==> src/rtl/pwm_tb_defs.svh <==
// Offsets, field positions, reset values and widths of the PWM time base
`ifndef PWM_TB_DEFS_SVH
`define PWM_TB_DEFS_SVH
// ==================================================================
// Register byte offsets (per-pair and per-channel blocks step by 4)
`define OFS_LOAD_CTL 8'h00
`define OFS_TYPE_CTL 8'h04
`define OFS_RUN_CTL 8'h08
`define OFS_PRESCALE 8'h10
`define OFS_PERIOD 8'h20
`define OFS_COUNT 8'h30
`define OFS_COMPARE 8'h40
`define OFS_PSHADOW 8'h60
`define OFS_CSHADOW 8'h70
// ==================================================================
// Sizes and field positions
`define ADDR_W 8
`define NUM_CH 6
`define NUM_PAIR 3
`define PSC_W 12
`define CNT_W 16
`define TYPE_CTL_W 12
`define CENTER_LSB 0
`define IMMED_LSB 16
`define DIR_BIT 16
`define LOAD_CTL_MASK 32'h003F003F
// ==================================================================
// Counter type codes in the type field (two bits per pair, stride 4)
`define TYPE_UP 2'h0
`define TYPE_DOWN 2'h1
`define TYPE_UPDN 2'h2
// ==================================================================
// Reset values and bus responses
`define RST_ZERO32 32'h00000000
`define RESP_OKAY 2'h0
`define RESP_SLVERR 2'h2
`endif

==> src/rtl/pwm_tb_pkg.sv <==
// Types shared by the PWM time base files
`default_nettype none
package pwm_tb_pkg;
  // One-hot counter type, decoded from the type field
  typedef enum logic [2:0] {
    CT_UP = 3'h1,
    CT_DOWN = 3'h2,
    CT_UPDN = 3'h4
  } cnt_type_t;
endpackage
`default_nettype wire

==> src/rtl/pwm_compare_unit.sv <==
// Per-channel compare shadow, loading modes and match events
`default_nettype none
`include "pwm_tb_defs.svh"
module pwm_compare_unit (
  input wire logic aclk,
  input wire logic aresetn,
  input wire logic [15:0] cmp_value,
  input wire logic [15:0] cmp_new,
  input wire logic cmp_wr,
  input wire logic imm_en,
  input wire logic ctr_en,
  input wire logic updn,
  input wire logic period_end,
  input wire logic center_pt,
  input wire logic tick,
  input wire logic [15:0] cnt_next,
  input wire logic dir_next,
  output logic [15:0] shadow,
  output logic up_evt,
  output logic dn_evt
);
  // ==================================================================
  // Shadow loading and match
  logic [15:0] shadow_reg, shadow_next;
  logic up_evt_reg, up_evt_next;
  logic dn_evt_reg, dn_evt_next;
  logic hit;

  // Immediate wins; center only in up-down; period loading is the fallback
  always_comb
  begin
    shadow_next = shadow_reg;
    if (imm_en)
    begin
      if (cmp_wr)
        shadow_next = cmp_new;
    end
    else if (ctr_en && updn)
    begin
      if (center_pt)
        shadow_next = cmp_value;
    end
    else if (period_end)
      shadow_next = cmp_value;
    // Matching uses the shadow only, never the programmable value
    hit = tick && (cnt_next == shadow_reg);
    up_evt_next = hit && dir_next;
    dn_evt_next = hit && !dir_next;
  end

  // Shadow and events start at zero
  always_ff @(posedge aclk)
  begin
    if (!aresetn)
    begin
      shadow_reg <= 16'h0000;
      up_evt_reg <= 1'b0;
      dn_evt_reg <= 1'b0;
    end
    else
    begin
      shadow_reg <= shadow_next;
      up_evt_reg <= up_evt_next;
      dn_evt_reg <= dn_evt_next;
    end
  end

  assign shadow = shadow_reg;
  assign up_evt = up_evt_reg;
  assign dn_evt = dn_evt_reg;

  // ==================================================================
  // Checks
  a_cmp_match: assert property (@(posedge aclk) disable iff (!aresetn)
    tick && cnt_next == shadow_reg |=> (up_evt_reg || dn_evt_reg))
    else $error("compare match lost");
  a_imm_load: assert property (@(posedge aclk) disable iff (!aresetn)
    imm_en && cmp_wr |=> shadow_reg == $past(cmp_new))
    else $error("immediate compare load missed");
  a_center_hold: assert property (@(posedge aclk) disable iff (!aresetn)
    !imm_en && ctr_en && updn && !center_pt |=> $stable(shadow_reg))
    else $error("center-mode shadow moved off center");
  c_two_events: cover property (@(posedge aclk) disable iff (!aresetn)
    up_evt_reg ##[1:300] dn_evt_reg);
endmodule
`default_nettype wire

==> src/rtl/pwm_timebase.sv <==
// PWM time base: prescalers, counters, period shadows, AXI4-Lite registers
//
// The address map and register access over AXI4-Lite were chosen for this implementation.
`default_nettype none
`include "pwm_tb_defs.svh"
// Functional notes
// - Counter steps once per prescale plus one
// - Up type counts zero to period shadow
// - Zero and period events in up/down
// - Up period lasts period plus one
// - Down type counts period to zero
// - Up-down counts up then back down
// - Up-down: zero and center events
// - Direction flag high up, low down
// - Count field reads live counter value
// - Compare equality with counter gives event
// - Up-down gives up and down matches
// - Counting and compare use shadow copies
// - Period loading is lowest-priority default
// - Period loading only at period end
// - Immediate enable loads shadow on write
// - Immediate loading overrides other modes
// - Larger new period: count up to it
// - Smaller new period: wrap through maximum
// - Center mode loads compare at mid-period
module pwm_timebase (
  input wire logic aclk,
  input wire logic aresetn,
  input wire logic [7:0] awaddr,
  input wire logic awvalid,
  output logic awready,
  input wire logic [31:0] wdata,
  input wire logic [3:0] wstrb,
  input wire logic wvalid,
  output logic wready,
  output logic [1:0] bresp,
  output logic bvalid,
  input wire logic bready,
  input wire logic [7:0] araddr,
  input wire logic arvalid,
  output logic arready,
  output logic [31:0] rdata,
  output logic [1:0] rresp,
  output logic rvalid,
  input wire logic rready,
  output logic [2:0] zero_evt,
  output logic [2:0] period_evt,
  output logic [2:0] center_evt,
  output logic [5:0] cmp_up_evt,
  output logic [5:0] cmp_dn_evt
);
  // ==================================================================
  // Helpers
  function automatic logic [31:0] merge(
    input logic [31:0] old,
    input logic [31:0] d,
    input logic [3:0] s
  );
    logic [31:0] r;
    r = old;
    for (int b = 0; b < 4; b++)
    begin
      if (s[b])
        r[8*b +: 8] = d[8*b +: 8];
    end
    return r;
  endfunction

  // Reserved code 3 falls back to up counting
  function automatic pwm_tb_pkg::cnt_type_t type_of(input logic [1:0] c);
    pwm_tb_pkg::cnt_type_t t;
    unique case (c)
      `TYPE_DOWN: t = pwm_tb_pkg::CT_DOWN;
      `TYPE_UPDN: t = pwm_tb_pkg::CT_UPDN;
      default: t = pwm_tb_pkg::CT_UP;
    endcase
    return t;
  endfunction

  // ==================================================================
  // State
  logic awready_reg, awready_next, wready_reg, wready_next;
  logic aw_full_reg, aw_full_next, w_full_reg, w_full_next;
  logic [7:0] aw_addr_reg, aw_addr_next;
  logic [31:0] w_data_reg, w_data_next;
  logic [3:0] w_strb_reg, w_strb_next;
  logic bvalid_reg, bvalid_next, arready_reg, arready_next;
  logic rvalid_reg, rvalid_next;
  logic [1:0] bresp_reg, bresp_next, rresp_reg, rresp_next;
  logic [31:0] rdata_reg, rdata_next;
  logic [31:0] load_ctl_reg, load_ctl_next;
  logic [`TYPE_CTL_W-1:0] type_ctl_reg, type_ctl_next;
  logic [2:0] run_reg, run_next;
  logic [`PSC_W-1:0] presc_reg [`NUM_PAIR];
  logic [`PSC_W-1:0] presc_next [`NUM_PAIR];
  logic [`CNT_W-1:0] period_reg [`NUM_PAIR];
  logic [`CNT_W-1:0] period_next [`NUM_PAIR];
  logic [`CNT_W-1:0] cmp_reg [`NUM_CH];
  logic [`CNT_W-1:0] cmp_next [`NUM_CH];
  logic [`PSC_W-1:0] psc_reg [`NUM_PAIR];
  logic [`PSC_W-1:0] psc_next [`NUM_PAIR];
  logic [`CNT_W-1:0] cnt_reg [`NUM_PAIR];
  logic [`CNT_W-1:0] cnt_next [`NUM_PAIR];
  logic [`CNT_W-1:0] period_shadow_reg [`NUM_PAIR];
  logic [`CNT_W-1:0] period_shadow_next [`NUM_PAIR];
  logic [2:0] dir_reg, dir_next;
  logic [2:0] zero_reg, zero_next, per_reg, per_next, ctr_reg, ctr_next;
  logic wr_go, wr_ok, ar_take, rd_ok;
  logic [31:0] rd_word;
  logic [2:0] imm_wr, tick, pend, cpt, updn;
  logic [5:0] cmp_wr, up_w, dn_w;
  logic [`CNT_W-1:0] cshadow [`NUM_CH];
  pwm_tb_pkg::cnt_type_t typ [`NUM_PAIR];

  // ==================================================================
  // AXI4-Lite handshakes: address and data latched in either order,
  // one write and one read outstanding
  always_comb
  begin
    wr_go = aw_full_reg && w_full_reg && !bvalid_reg;
    ar_take = arvalid && arready_reg;
    aw_full_next = (aw_full_reg && !wr_go) || (awvalid && awready_reg);
    w_full_next = (w_full_reg && !wr_go) || (wvalid && wready_reg);
    aw_addr_next = (awvalid && awready_reg) ? awaddr : aw_addr_reg;
    w_data_next = (wvalid && wready_reg) ? wdata : w_data_reg;
    w_strb_next = (wvalid && wready_reg) ? wstrb : w_strb_reg;
    awready_next = !aw_full_next;
    wready_next = !w_full_next;
    bvalid_next = wr_go || (bvalid_reg && !bready);
    bresp_next = wr_go ? (wr_ok ? `RESP_OKAY : `RESP_SLVERR) : bresp_reg;
    rvalid_next = ar_take || (rvalid_reg && !rready);
    arready_next = !rvalid_next;
    rdata_next = ar_take ? rd_word : rdata_reg;
    rresp_next = ar_take ? (rd_ok ? `RESP_OKAY : `RESP_SLVERR) : rresp_reg;
  end

  // Bus registers; ready outputs rise on the first edge after reset
  always_ff @(posedge aclk)
  begin
    if (!aresetn)
    begin
      awready_reg <= 1'b0;
      wready_reg <= 1'b0;
      aw_full_reg <= 1'b0;
      w_full_reg <= 1'b0;
      aw_addr_reg <= 8'h00;
      w_data_reg <= `RST_ZERO32;
      w_strb_reg <= 4'h0;
      bvalid_reg <= 1'b0;
      bresp_reg <= `RESP_OKAY;
      arready_reg <= 1'b0;
      rvalid_reg <= 1'b0;
      rdata_reg <= `RST_ZERO32;
      rresp_reg <= `RESP_OKAY;
    end
    else
    begin
      awready_reg <= awready_next;
      wready_reg <= wready_next;
      aw_full_reg <= aw_full_next;
      w_full_reg <= w_full_next;
      aw_addr_reg <= aw_addr_next;
      w_data_reg <= w_data_next;
      w_strb_reg <= w_strb_next;
      bvalid_reg <= bvalid_next;
      bresp_reg <= bresp_next;
      arready_reg <= arready_next;
      rvalid_reg <= rvalid_next;
      rdata_reg <= rdata_next;
      rresp_reg <= rresp_next;
    end
  end

  // ==================================================================
  // Register writes; software only ever touches programmable values
  always_comb
  begin
    load_ctl_next = load_ctl_reg;
    type_ctl_next = type_ctl_reg;
    run_next = run_reg;
    presc_next = presc_reg;
    period_next = period_reg;
    cmp_next = cmp_reg;
    imm_wr = 3'h0;
    cmp_wr = 6'h00;
    wr_ok = 1'b0;
    if (wr_go)
    begin
      if (aw_addr_reg == `OFS_LOAD_CTL)
      begin
        load_ctl_next = merge(load_ctl_reg, w_data_reg, w_strb_reg) & `LOAD_CTL_MASK;
        wr_ok = 1'b1;
      end
      if (aw_addr_reg == `OFS_TYPE_CTL)
      begin
        type_ctl_next = `TYPE_CTL_W'(merge({20'h00000, type_ctl_reg}, w_data_reg,
          w_strb_reg));
        wr_ok = 1'b1;
      end
      if (aw_addr_reg == `OFS_RUN_CTL)
      begin
        run_next = 3'(merge({29'h0, run_reg}, w_data_reg, w_strb_reg));
        wr_ok = 1'b1;
      end
      for (int k = 0; k < `NUM_PAIR; k++)
      begin
        if (aw_addr_reg == `OFS_PRESCALE + 8'(4 * k))
        begin
          presc_next[k] = `PSC_W'(merge({20'h00000, presc_reg[k]}, w_data_reg,
            w_strb_reg));
          wr_ok = 1'b1;
        end
        if (aw_addr_reg == `OFS_PERIOD + 8'(4 * k))
        begin
          period_next[k] = `CNT_W'(merge({16'h0000, period_reg[k]}, w_data_reg,
            w_strb_reg));
          imm_wr[k] = load_ctl_reg[`IMMED_LSB + 2 * k];
          wr_ok = 1'b1;
        end
      end
      for (int c = 0; c < `NUM_CH; c++)
      begin
        if (aw_addr_reg == `OFS_COMPARE + 8'(4 * c))
        begin
          cmp_next[c] = `CNT_W'(merge({16'h0000, cmp_reg[c]}, w_data_reg,
            w_strb_reg));
          cmp_wr[c] = 1'b1;
          wr_ok = 1'b1;
        end
      end
    end
  end

  // Controls clear at reset so period loading is in effect
  always_ff @(posedge aclk)
  begin
    if (!aresetn)
    begin
      load_ctl_reg <= `RST_ZERO32;
      type_ctl_reg <= 12'h000;
      run_reg <= 3'h0;
      for (int k = 0; k < `NUM_PAIR; k++)
      begin
        presc_reg[k] <= 12'h000;
        period_reg[k] <= 16'h0000;
      end
      for (int c = 0; c < `NUM_CH; c++)
        cmp_reg[c] <= 16'h0000;
    end
    else
    begin
      load_ctl_reg <= load_ctl_next;
      type_ctl_reg <= type_ctl_next;
      run_reg <= run_next;
      presc_reg <= presc_next;
      period_reg <= period_next;
      cmp_reg <= cmp_next;
    end
  end

  // ==================================================================
  // Read decode, captured into rdata on the address handshake
  always_comb
  begin
    rd_word = `RST_ZERO32;
    rd_ok = 1'b1;
    if (araddr == `OFS_LOAD_CTL)
      rd_word = load_ctl_reg;
    else if (araddr == `OFS_TYPE_CTL)
      rd_word = {20'h00000, type_ctl_reg};
    else if (araddr == `OFS_RUN_CTL)
      rd_word = {29'h0, run_reg};
    else
      rd_ok = 1'b0;
    for (int k = 0; k < `NUM_PAIR; k++)
    begin
      if (araddr == `OFS_PRESCALE + 8'(4 * k))
      begin
        rd_word = {20'h00000, presc_reg[k]};
        rd_ok = 1'b1;
      end
      if (araddr == `OFS_PERIOD + 8'(4 * k))
      begin
        rd_word = {16'h0000, period_reg[k]};
        rd_ok = 1'b1;
      end
      if (araddr == `OFS_COUNT + 8'(4 * k))
      begin
        rd_word = {15'h0000, dir_reg[k], cnt_reg[k]};
        rd_ok = 1'b1;
      end
      if (araddr == `OFS_PSHADOW + 8'(4 * k))
      begin
        rd_word = {16'h0000, period_shadow_reg[k]};
        rd_ok = 1'b1;
      end
    end
    for (int c = 0; c < `NUM_CH; c++)
    begin
      if (araddr == `OFS_COMPARE + 8'(4 * c))
      begin
        rd_word = {16'h0000, cmp_reg[c]};
        rd_ok = 1'b1;
      end
      if (araddr == `OFS_CSHADOW + 8'(4 * c))
      begin
        rd_word = {16'h0000, cshadow[c]};
        rd_ok = 1'b1;
      end
    end
  end

  // ==================================================================
  // Prescalers and counters, one per channel pair
  always_comb
  begin
    psc_next = psc_reg;
    cnt_next = cnt_reg;
    period_shadow_next = period_shadow_reg;
    dir_next = dir_reg;
    tick = 3'h0;
    pend = 3'h0;
    cpt = 3'h0;
    updn = 3'h0;
    zero_next = 3'h0;
    per_next = 3'h0;
    ctr_next = 3'h0;
    for (int k = 0; k < `NUM_PAIR; k++)
    begin
      typ[k] = type_of(type_ctl_reg[4 * k +: 2]);
      updn[k] = (typ[k] == pwm_tb_pkg::CT_UPDN);
      // A stopped pair holds its count and restarts a full prescale
      if (!run_reg[k])
        psc_next[k] = 12'h000;
      else if (psc_reg[k] == presc_reg[k])
      begin
        psc_next[k] = 12'h000;
        tick[k] = 1'b1;
      end
      else
        psc_next[k] = psc_reg[k] + 12'h001;
      if (tick[k])
      begin
        unique case (typ[k])
          pwm_tb_pkg::CT_UP:
          begin
            dir_next[k] = 1'b1;
            // Plain +1 wraps through FFFF when the shadow fell below
            if (cnt_reg[k] == period_shadow_reg[k])
            begin
              pend[k] = 1'b1;
              cnt_next[k] = 16'h0000;
            end
            else
              cnt_next[k] = cnt_reg[k] + 16'h0001;
          end
          pwm_tb_pkg::CT_DOWN:
          begin
            dir_next[k] = 1'b0;
            if (cnt_reg[k] == 16'h0000)
            begin
              pend[k] = 1'b1;
              cnt_next[k] = load_ctl_reg[`IMMED_LSB + 2 * k] ? period_shadow_reg[k]
                : period_reg[k];
            end
            else
              cnt_next[k] = cnt_reg[k] - 16'h0001;
          end
          pwm_tb_pkg::CT_UPDN:
          begin
            if (dir_reg[k])
            begin
              if (cnt_reg[k] == period_shadow_reg[k])
              begin
                dir_next[k] = 1'b0;
                cnt_next[k] = (cnt_reg[k] == 16'h0000) ? 16'h0000
                  : cnt_reg[k] - 16'h0001;
              end
              else
                cnt_next[k] = cnt_reg[k] + 16'h0001;
            end
            else if (cnt_reg[k] == 16'h0000)
            begin
              pend[k] = 1'b1;
              dir_next[k] = 1'b1;
              // A zero shadow parks the counter at zero instead of running away
              cnt_next[k] = (period_shadow_reg[k] == 16'h0000) ? 16'h0000 : 16'h0001;
            end
            else
              cnt_next[k] = cnt_reg[k] - 16'h0001;
          end
        endcase
      end
      // Immediate writes bypass period loading altogether
      if (load_ctl_reg[`IMMED_LSB + 2 * k])
      begin
        if (imm_wr[k])
          period_shadow_next[k] = period_next[k];
      end
      else if (pend[k])
        period_shadow_next[k] = period_reg[k];
      cpt[k] = tick[k] && updn[k] && dir_next[k] && cnt_next[k] == period_shadow_reg[k];
      zero_next[k] = tick[k] && cnt_next[k] == 16'h0000;
      per_next[k] = tick[k] && !updn[k] && cnt_next[k] == period_shadow_next[k];
      ctr_next[k] = cpt[k];
    end
  end

  // Counter state clears at reset; direction starts as up
  always_ff @(posedge aclk)
  begin
    if (!aresetn)
    begin
      for (int k = 0; k < `NUM_PAIR; k++)
      begin
        psc_reg[k] <= 12'h000;
        cnt_reg[k] <= 16'h0000;
        period_shadow_reg[k] <= 16'h0000;
      end
      dir_reg <= 3'h7;
      zero_reg <= 3'h0;
      per_reg <= 3'h0;
      ctr_reg <= 3'h0;
    end
    else
    begin
      psc_reg <= psc_next;
      cnt_reg <= cnt_next;
      period_shadow_reg <= period_shadow_next;
      dir_reg <= dir_next;
      zero_reg <= zero_next;
      per_reg <= per_next;
      ctr_reg <= ctr_next;
    end
  end

  // ==================================================================
  // Compare channels; pair p serves channels 2p and 2p+1
  for (genvar c = 0; c < `NUM_CH; c++)
  begin : g_ch
    pwm_compare_unit u_cmp (
      .aclk(aclk),
      .aresetn(aresetn),
      .cmp_value(cmp_reg[c]),
      .cmp_new(cmp_next[c]),
      .cmp_wr(cmp_wr[c]),
      .imm_en(load_ctl_reg[`IMMED_LSB + c]),
      .ctr_en(load_ctl_reg[`CENTER_LSB + c]),
      .updn(updn[c / 2]),
      .period_end(pend[c / 2]),
      .center_pt(cpt[c / 2]),
      .tick(tick[c / 2]),
      .cnt_next(cnt_next[c / 2]),
      .dir_next(dir_next[c / 2]),
      .shadow(cshadow[c]),
      .up_evt(up_w[c]),
      .dn_evt(dn_w[c])
    );
  end

  // Outputs, all from flip-flops
  assign awready = awready_reg;
  assign wready = wready_reg;
  assign bvalid = bvalid_reg;
  assign bresp = bresp_reg;
  assign arready = arready_reg;
  assign rvalid = rvalid_reg;
  assign rdata = rdata_reg;
  assign rresp = rresp_reg;
  assign zero_evt = zero_reg;
  assign period_evt = per_reg;
  assign center_evt = ctr_reg;
  assign cmp_up_evt = up_w;
  assign cmp_dn_evt = dn_w;

  // ==================================================================
  // Checks on pair 0, down type on pair 1, up-down on pair 2;
  // gap counts cycles since the last tick of pair 0
  logic [`PSC_W-1:0] gap_reg;
  always_ff @(posedge aclk)
  begin
    if (!aresetn || !run_reg[0] || tick[0])
      gap_reg <= 12'h000;
    else
      gap_reg <= gap_reg + 12'h001;
  end

  a_psc_spacing: assert property (@(posedge aclk) disable iff (!aresetn)
    tick[0] && $stable(presc_reg[0]) && $past(run_reg[0]) |-> gap_reg == presc_reg[0])
    else $error("prescaler tick spacing wrong");
  a_up_wrap: assert property (@(posedge aclk) disable iff (!aresetn)
    tick[0] && typ[0] == pwm_tb_pkg::CT_UP && cnt_reg[0] == period_shadow_reg[0]
    |=> cnt_reg[0] == 16'h0000)
    else $error("up counter did not wrap at period");
  a_down_reload: assert property (@(posedge aclk) disable iff (!aresetn)
    tick[1] && typ[1] == pwm_tb_pkg::CT_DOWN && cnt_reg[1] == 16'h0000
    && !load_ctl_reg[`IMMED_LSB + 2] |=> cnt_reg[1] == period_shadow_reg[1])
    else $error("down counter did not reload period");
  a_updn_turn: assert property (@(posedge aclk) disable iff (!aresetn)
    tick[2] && updn[2] && dir_reg[2] && cnt_reg[2] == period_shadow_reg[2]
    && period_shadow_reg[2] != 16'h0000
    |=> !dir_reg[2] && cnt_reg[2] == $past(cnt_reg[2]) - 16'h0001)
    else $error("up-down counter did not turn at period");
  a_zero_event: assert property (@(posedge aclk) disable iff (!aresetn)
    tick[0] && cnt_next[0] == 16'h0000 |=> zero_evt[0] ##1 (!zero_evt[0] || $past(tick[0])))
    else $error("zero event missing");
  a_dir_up: assert property (@(posedge aclk) disable iff (!aresetn)
    tick[0] && typ[0] == pwm_tb_pkg::CT_UP |=> dir_reg[0])
    else $error("direction flag low in up type");
  a_count_read: assert property (@(posedge aclk) disable iff (!aresetn)
    ar_take && araddr == `OFS_COUNT |=> rvalid && rdata[15:0] == $past(cnt_reg[0]))
    else $error("count read mismatch");
  a_shadow_hold: assert property (@(posedge aclk) disable iff (!aresetn)
    !load_ctl_reg[`IMMED_LSB + 2] && !pend[1] |=> $stable(period_shadow_reg[1]))
    else $error("period shadow changed mid-period");
  a_imm_period: assert property (@(posedge aclk) disable iff (!aresetn)
    imm_wr[0] |=> period_shadow_reg[0] == period_reg[0])
    else $error("immediate period load missed");
  c_up_period: cover property (@(posedge aclk) disable iff (!aresetn)
    period_evt[0] ##[1:300] zero_evt[0]);
  c_center: cover property (@(posedge aclk) disable iff (!aresetn) center_evt[2]);
  c_write_resp: cover property (@(posedge aclk) disable iff (!aresetn)
    bvalid && bready ##[1:8] rvalid && rready);
endmodule
`default_nettype wire

==> config.mk <==
export PLATFORM = sky130hd
export DESIGN_NAME = pwm_timebase
export DESIGN_NICKNAME = d
export VERILOG_FILES = /design/src/rtl/pwm_tb_pkg.sv /design/src/rtl/pwm_compare_unit.sv /design/src/rtl/pwm_timebase.sv
export VERILOG_INCLUDE_DIRS = /design/src /design/src/rtl
export SDC_FILE = /design/constraint.sdc
export NUM_CORES = 2
export LEC_CHECK = 0
export ABC_AREA = 1
export ABC_CLOCK_PERIOD_IN_PS = 2800
export BUFFER_PORTS_ARGS = -buffer_cell sky130_fd_sc_hd__buf_2
export CAP_MARGIN = 20
export CORE_MARGIN = 2
export CORE_UTILIZATION = 45
export CTS_CLUSTER_DIAMETER = 60
export DETAILED_ROUTE_END_ITERATION = 7
export HOLD_SLACK_MARGIN = 0.08
export PLACE_DENSITY_LB_ADDON = 0.15
export SLEW_MARGIN = 20
export SYNTH_ARGS = -nofsm -noshare
export SYNTH_HDL_FRONTEND = slang
export SYNTH_SLANG_ARGS = --single-unit
==> constraint.sdc <==
create_clock -name aclk -period 2.8 [get_ports aclk]
set_input_delay 0.14 -clock aclk [delete_from_list [all_inputs] [get_ports aclk]]
set_output_delay 0.14 -clock aclk [all_outputs]
set_load 0.01 [all_outputs]
# Yosys cells after proc, flatten, opt, wreduce, memory -nomap -nowiden

Index checks and enable logic that the tools add are counted.

$add $sub $neg: 9
Multiply operators: 0
Div/mod/pow operators: 0
Order comparisons: 0
Equality and inequality tests: 85
Shift operators: 0
Muxes and demuxes: 217
Bitwise gates (word level): 4
Reductions and logical operators: 105

Operators with widths:

| cell                                               | number |
|---|---|
| 2-to-1 mux 16 bit                                  | 72 |
| 2-to-1 mux 32 bit                                  | 24 |
| == test 16 bit                                     | 15 |
| == test 8 x 7 -> 1 bit, second input constant      | 19 |
| zero test 16 bit                                   | 9 |
| 2-to-1 mux 8 bit                                   | 18 |
| case mux 16 bit (3 select lines)                   | 3 |
| 2-to-1 mux 96 bit                                  | 1 |
| 2-to-1 mux 1 bit                                   | 82 |
| == test 8 x 6 -> 1 bit, second input constant      | 9 |
| logical AND 1 bit                                  | 51 |
| AND reduction 3 bit                                | 17 |
| adder 16 x 1 -> 16 bit, second input constant      | 3 |
| == test 8 x 5 -> 1 bit, second input constant      | 6 |
| 2-to-1 mux 48 bit                                  | 1 |
| subtractor 16 x 1 -> 16 bit, second input constant | 3 |
| adder 12 x 1 -> 12 bit, second input constant      | 3 |
| == test 12 bit                                     | 3 |
| 2-to-1 mux 22 bit                                  | 1 |
| case mux 1 bit (3 select lines)                    | 6 |
| case mux 3 bit (2 select lines)                    | 3 |
| nonzero test 3 bit                                 | 6 |
| == test 8 x 3 -> 1 bit, second input constant      | 2 |
| == test 8 x 4 -> 1 bit, second input constant      | 2 |
| other kinds (18)                                   | 61 |

Bits in registers: 535
Latch bits: 0
Memory bits (writable): 0
Memory bits (read-only): 0
Input port bits: 59
Memories: 0

# Longest topological paths before layout

Depth in word-level cells: 29
Depth in mapped cells: 28
Depth with buffers taken out: 25

# Cells and area by module

Synthesis repeated with hierarchy kept, for this count alone.

Cell total of the unflattened synthesis: 6055
Area, all modules: 35561.6 sq um

By module, submodules not included:

| module           | instances | cells an instance | area an instance (sq um) | sequential area each (sq um) |
|---|---|---|---|---|
| pwm_timebase     | 1         | 4789              | 28527.4                  | 8308.0 |
| pwm_compare_unit | 6         | 211               | 1172.4                   | 360.3 |

# Worst setup path after synthesis

OpenSTA, ideal clock, no wires.

Path kind: register to register
Start: register cnt_reg[32] (netlist bit)
End: register g_ch[1].u_cmp.shadow_reg[10]
Library setup time: 0.113 ns
Data arrival time: 2.610 ns
Data required time: 2.687 ns
Setup slack: 0.077 ns
Stages on the path, launching flop included: 25
Path through: dfxtp_1 > buf_2 > inv_1 > ha_1 > nand2_1 > nor2_2 > xor2_1 > nand2_1 > o211ai_1 > nand2_1 > inv_1 > nand2_1 > nand2_1 > nand2_1 > nand2_1 > nand3_1 > nor2_1 > nand3_1 > nor2_1 > nand3_2 > nand2_2 > nand2_1 > buf_2 > nor2_1 > nor2_1

Word-level cells in the longest chain between the ends: 10
Elaborated cells on any way between the ends: 27
Classes of those cells: add/sub (2); eq/ne (3); mux (17); reduce/logical (5)

Ends and longest elaborated chain:

| element                                                                | line                   | text |
|---|---|---|
| start, declared                                                        | pwm_timebase.sv:102    | `` logic [`CNT_W-1:0] cnt_reg [`NUM_PAIR]; `` |
| start signal, assigned                                                 | pwm_timebase.sv:428    | `cnt_reg <= cnt_next;` |
| subtractor 16 x 1 -> 16 bit / zero test 16 bit (equally long branches) | n/a                    |  |
| 2-to-1 mux 16 bit                                                      | pwm_timebase.sv:376    | `cnt_next[k] = (cnt_reg[k] == 16'h0000) ? 16'h0000` |
| 2-to-1 mux 16 bit                                                      | pwm_timebase.sv:373    | `if (cnt_reg[k] == period_shadow_reg[k])` |
| 2-to-1 mux 16 bit                                                      | pwm_timebase.sv:371    | `if (dir_reg[k])` |
| case mux 16 bit (3 select lines)                                       | pwm_timebase.sv:344    | `unique case (typ[k])` |
| 2-to-1 mux 16 bit                                                      | pwm_timebase.sv:342    | `if (tick[k])` |
| == test 16 bit                                                         | pwm_timebase.sv:402    | `cpt[k] = tick[k] && updn[k] && dir_next[k] && cnt_next[k] == period_shadow_reg[k];` |
| logical AND 1 bit                                                      | pwm_timebase.sv:402    |  |
| inequality test 3 bit (no source line)                                 | n/a                    |  |
| AND reduction 3 bit (no source line) (*)                               | n/a                    |  |
| end signal, assigned                                                   | pwm_compare_unit.sv:62 | `shadow_reg <= shadow_next;` |
| end, declared                                                          | pwm_compare_unit.sv:24 | `logic [15:0] shadow_reg, shadow_next;` |

Mark *: on every way between the ends. The rest lies on a longest branch, timed or not.
A chain may end at the register's enable or synchronous reset.

# Worst setup path in the final report

Start: register cnt_reg[47] (netlist bit)
End: register g_ch[1].u_cmp.shadow_reg[8]

Same word-level chain as after synthesis.

==> results.toml <==
[setup_path]
crit_path_start = "cnt_reg[47]"
crit_arrival_ps = 3750
worstSetupPathType = "reg2reg"
r2r_cells = 22
crit_path_end_kind = "flip-flop"
required_ps = 3350
startpoint_type = "flip-flop"
worstPathMaxFanout = 6
reg2reg_from = "cnt_reg[47]"

[cts]
cts_made_buffers = 71
h-tree-depth = 3
cts_tree = "built"
clk_latency_ps = 660
root_buffer = "clkbuf_16"
cts.path.max_buffers = 3
path_clk_slew_ps = 60
clock_sinks = 523

[synthesis]
synth_top_family_by_area = "simple AND/OR/NAND/NOR gates"
ys_ff_latch = 523
synth_fa_ha_area_frac = 0.00638
syn_area_per_cell_sq_um = 6.06
synth_most_common_cell = "nand2_1"
synth_top_area_cell = "dfxtp_1"
synth_compound_area_frac = 0.160
synth_cells = 5825
synth.area.mux_share = 0.0164
synth_area_sq_um = 35300
yosysWarnings = 0
ys_seq_area_frac = 0.297
synth_edf_count = 0
yosys.area_share.simple = 0.359
yosys.area_share.xor_xnor = 0.0476
async_flop_share = 0
synth_top_cells_by_count = "nand2_1 (1582), nor2_1 (823), inv_1 (598), dfxtp_1 (523), o21ai_0 (455)"
synth_top_area_share = 0.297
synth_cell_type_count = 54
synth_flop_cell = "dfxtp_1"
synth_area_leaders = "dfxtp_1 (30%), nand2_1 (17%), nor2_1 (8.8%)"

[timing]
setup_slack_ps = -405
hold_viol_final = 0
final.setup.tns_ps = -31820
setup_violations = 114
max_freq_ghz = 0.312
relSlewSlack = 0.435
slew_violations = 0
rsz0062_at_grt = "yes"
clock_skew_ps = 47.3
worst_pin_slew_ps = 847
finalCriticalPeriod_ps = 3200
fin_crit_sh = 1.14

[floorplanning]
die_y_microns = 284
start_util = 0.455
dieArea_sq_um = 80700
core_area_sq_um = 77600
row_count = 102
pin_count = 121
die_w_microns = 284

[hold_path]
hold_depth = 4
worst_hold_path_type = "in2reg"
worstHoldStart = "awvalid"

[place]
place.gp.congestion = 1.11
placed_cells = 7805
hpwl_microns = 140000
port_buffers = 97

[global_routing]
antenna_found_initial = 10
grt_pass1_vias = 41400
grt_usage = 0.425
grt_pass1_wl_microns = 260000
overflow = 0
grt_max_degree = 91

[power]
vdd_drop_max_v = 0.000508
p_per_area_nw_per_um2 = 347
leakage_nw = 24.7

[flow_run]
maxCapViolations = 0

[cells_and_area]
fillers = 7084
drive_above_1_share = 0.318
layout.cells.non_filler = 8119
finalNetCount = 7101
syn_to_final_growth_pct = 48.2

[status]
violations = "DRC, setup timing"
status = "finished, violations left"

[drt]
vias = 45700
drtPass1Iterations = 8
routed_wl_microns = 182000
wire_per_inst_microns = 22.4
drtIter0Drc = 5545
drcViolationCount = 19
vias_per_cell = 5.62
ant_nets = 0
[cell usage in the layout, fill, tap and decap left out, drive strengths merged, types with 2 or more instances in the layout]
cell / synthesis / final
ha: 18 / 18
inv: 628 / 634
nand4: 87 / 87
o21bai: 2 / 2
a211oi: 6 / 6
o21a: 5 / 5
buf: 128 / 1370
or2: 15 / 15
nor4: 31 / 31
clkbuf: 188 / 91
xnor2: 28 / 28
o22ai: 60 / 60
bufinv: 0 / 7
a21boi: 6 / 6
diode: 0 / 2
nor3b: 11 / 11
nand3b: 7 / 7
a22oi: 8 / 8
a21oi: 357 / 357
conb: 1 / 12
clkinvlp: 0 / 10
nor3: 76 / 76
o211ai: 31 / 31
o21ai: 480 / 480
nand3: 317 / 317
nand2: 1646 / 1648
dfxtp: 523 / 523
mux2i: 58 / 58
and2: 6 / 6
o221ai: 11 / 11
xor2: 164 / 164
o2111ai: 5 / 5
dlygate4sd3: 0 / 50
nor2: 847 / 847
a221oi: 45 / 45
a31oi: 9 / 9
clkinv: 15 / 35
[kinds of logic (layout without fill, tap and decap cells)]
| family | Yosys count | in the layout |
|---|---|---|
| buf+inv | 959 | 2198 |
| compound gates | 1030 | 1030 |
| simple gates | 3044 | 3046 |
| fa+ha+maj | 18 | 18 |
| other cells | 1 | 14 |
| xor+xnor | 192 | 192 |
| flops | 523 | 523 |
| mux | 58 | 58 |
[stage by stage]
stage / total power, mW / instance area, sq um / util / hold WS, ps / setup slack [ps]
finish: 18.2 / 52300 / 0.674 / 128 / -405
global route: 18.5 / 52300 / 0.674 / 209 / -541
CTS: 18.1 / 49800 / 0.642 / 82.0 / -269
detailed placement: 8.52 / 44700 / 0.576 / 396 / -655
global placement: 8.51 / 44700 / 0.576 / 389 / -694
floorplan: 8.08 / 35300 / - / 303 / 76.8
[final timing paths]
check	slack (ps)	endpoint
max	-400	g_ch[1].u_cmp.shadow[8]
min	130	aw_addr_reg[1]
max reg2reg	-400	g_ch[1].u_cmp.shadow[8]
min reg2reg	460	load_ctl_reg[19]
[layer usage]
metal | share of wire | vias to the layer above | track usage
li1 | - | 21200 | -
met1 | 0.40 | 21300 | 0.577
met2 | 0.42 | 2682 | 0.639
met3 | 0.11 | 547 | 0.0828
met4 | 0.061 | 6 | 0.223
met5 | 0.00020 | - | 0
[final cells by class]
cell class                 instances  area (sq um)  area share
tap                             1040          1300      0.0249
timing repair buffer            1428         12000       0.230
sequential                       523         10600       0.203
multi-input combinational       4356         23400       0.448
clock inverter                    42           549      0.0105
inverter                         643          2480      0.0473
clock buffer                      84          1920      0.0366
timing repair inverter             1          5.00   0.0000957
antenna                            2          5.00   0.0000957
[worst max-delay path, stage by stage, from the launching register on]
cell and delay, ps:
dfxtp_2 330, xor2_1 150, nor2_1 180, nand2_1 150
nor2_2 180, nand2_4 100, buf_8 150, buf_4 130
nand3_1 60, nand3_1 90, nand2_2 100, nand2_2 80
nand2_4 100, nand3_2 110, nor2_4 100, nand3_2 100
nor2_4 180, nand3_4 210, nand2_8 150, nand2_8 80
buf_4 150, nor2_1 120, nor2_1 70
[repair_timing]
item	in CTS	in global routing
buffers inserted	60	70
hold buffers	50	0
pin swaps	109	272
hold endpoints to repair	62	0
resized for setup	457	541
setup endpoints to repair	126	133
gates cloned	9	10
[power by group]
group          total (mW)  leakage, nW  switching (mW)  internal, mW
Combinational       0.952         19.2           0.631         0.322
Clock                9.68         1.21            4.04          5.65
Sequential           7.53         4.26          0.0533          7.48
Total                18.2         24.7            4.72          13.4
(Power assumes the default switching activity.)
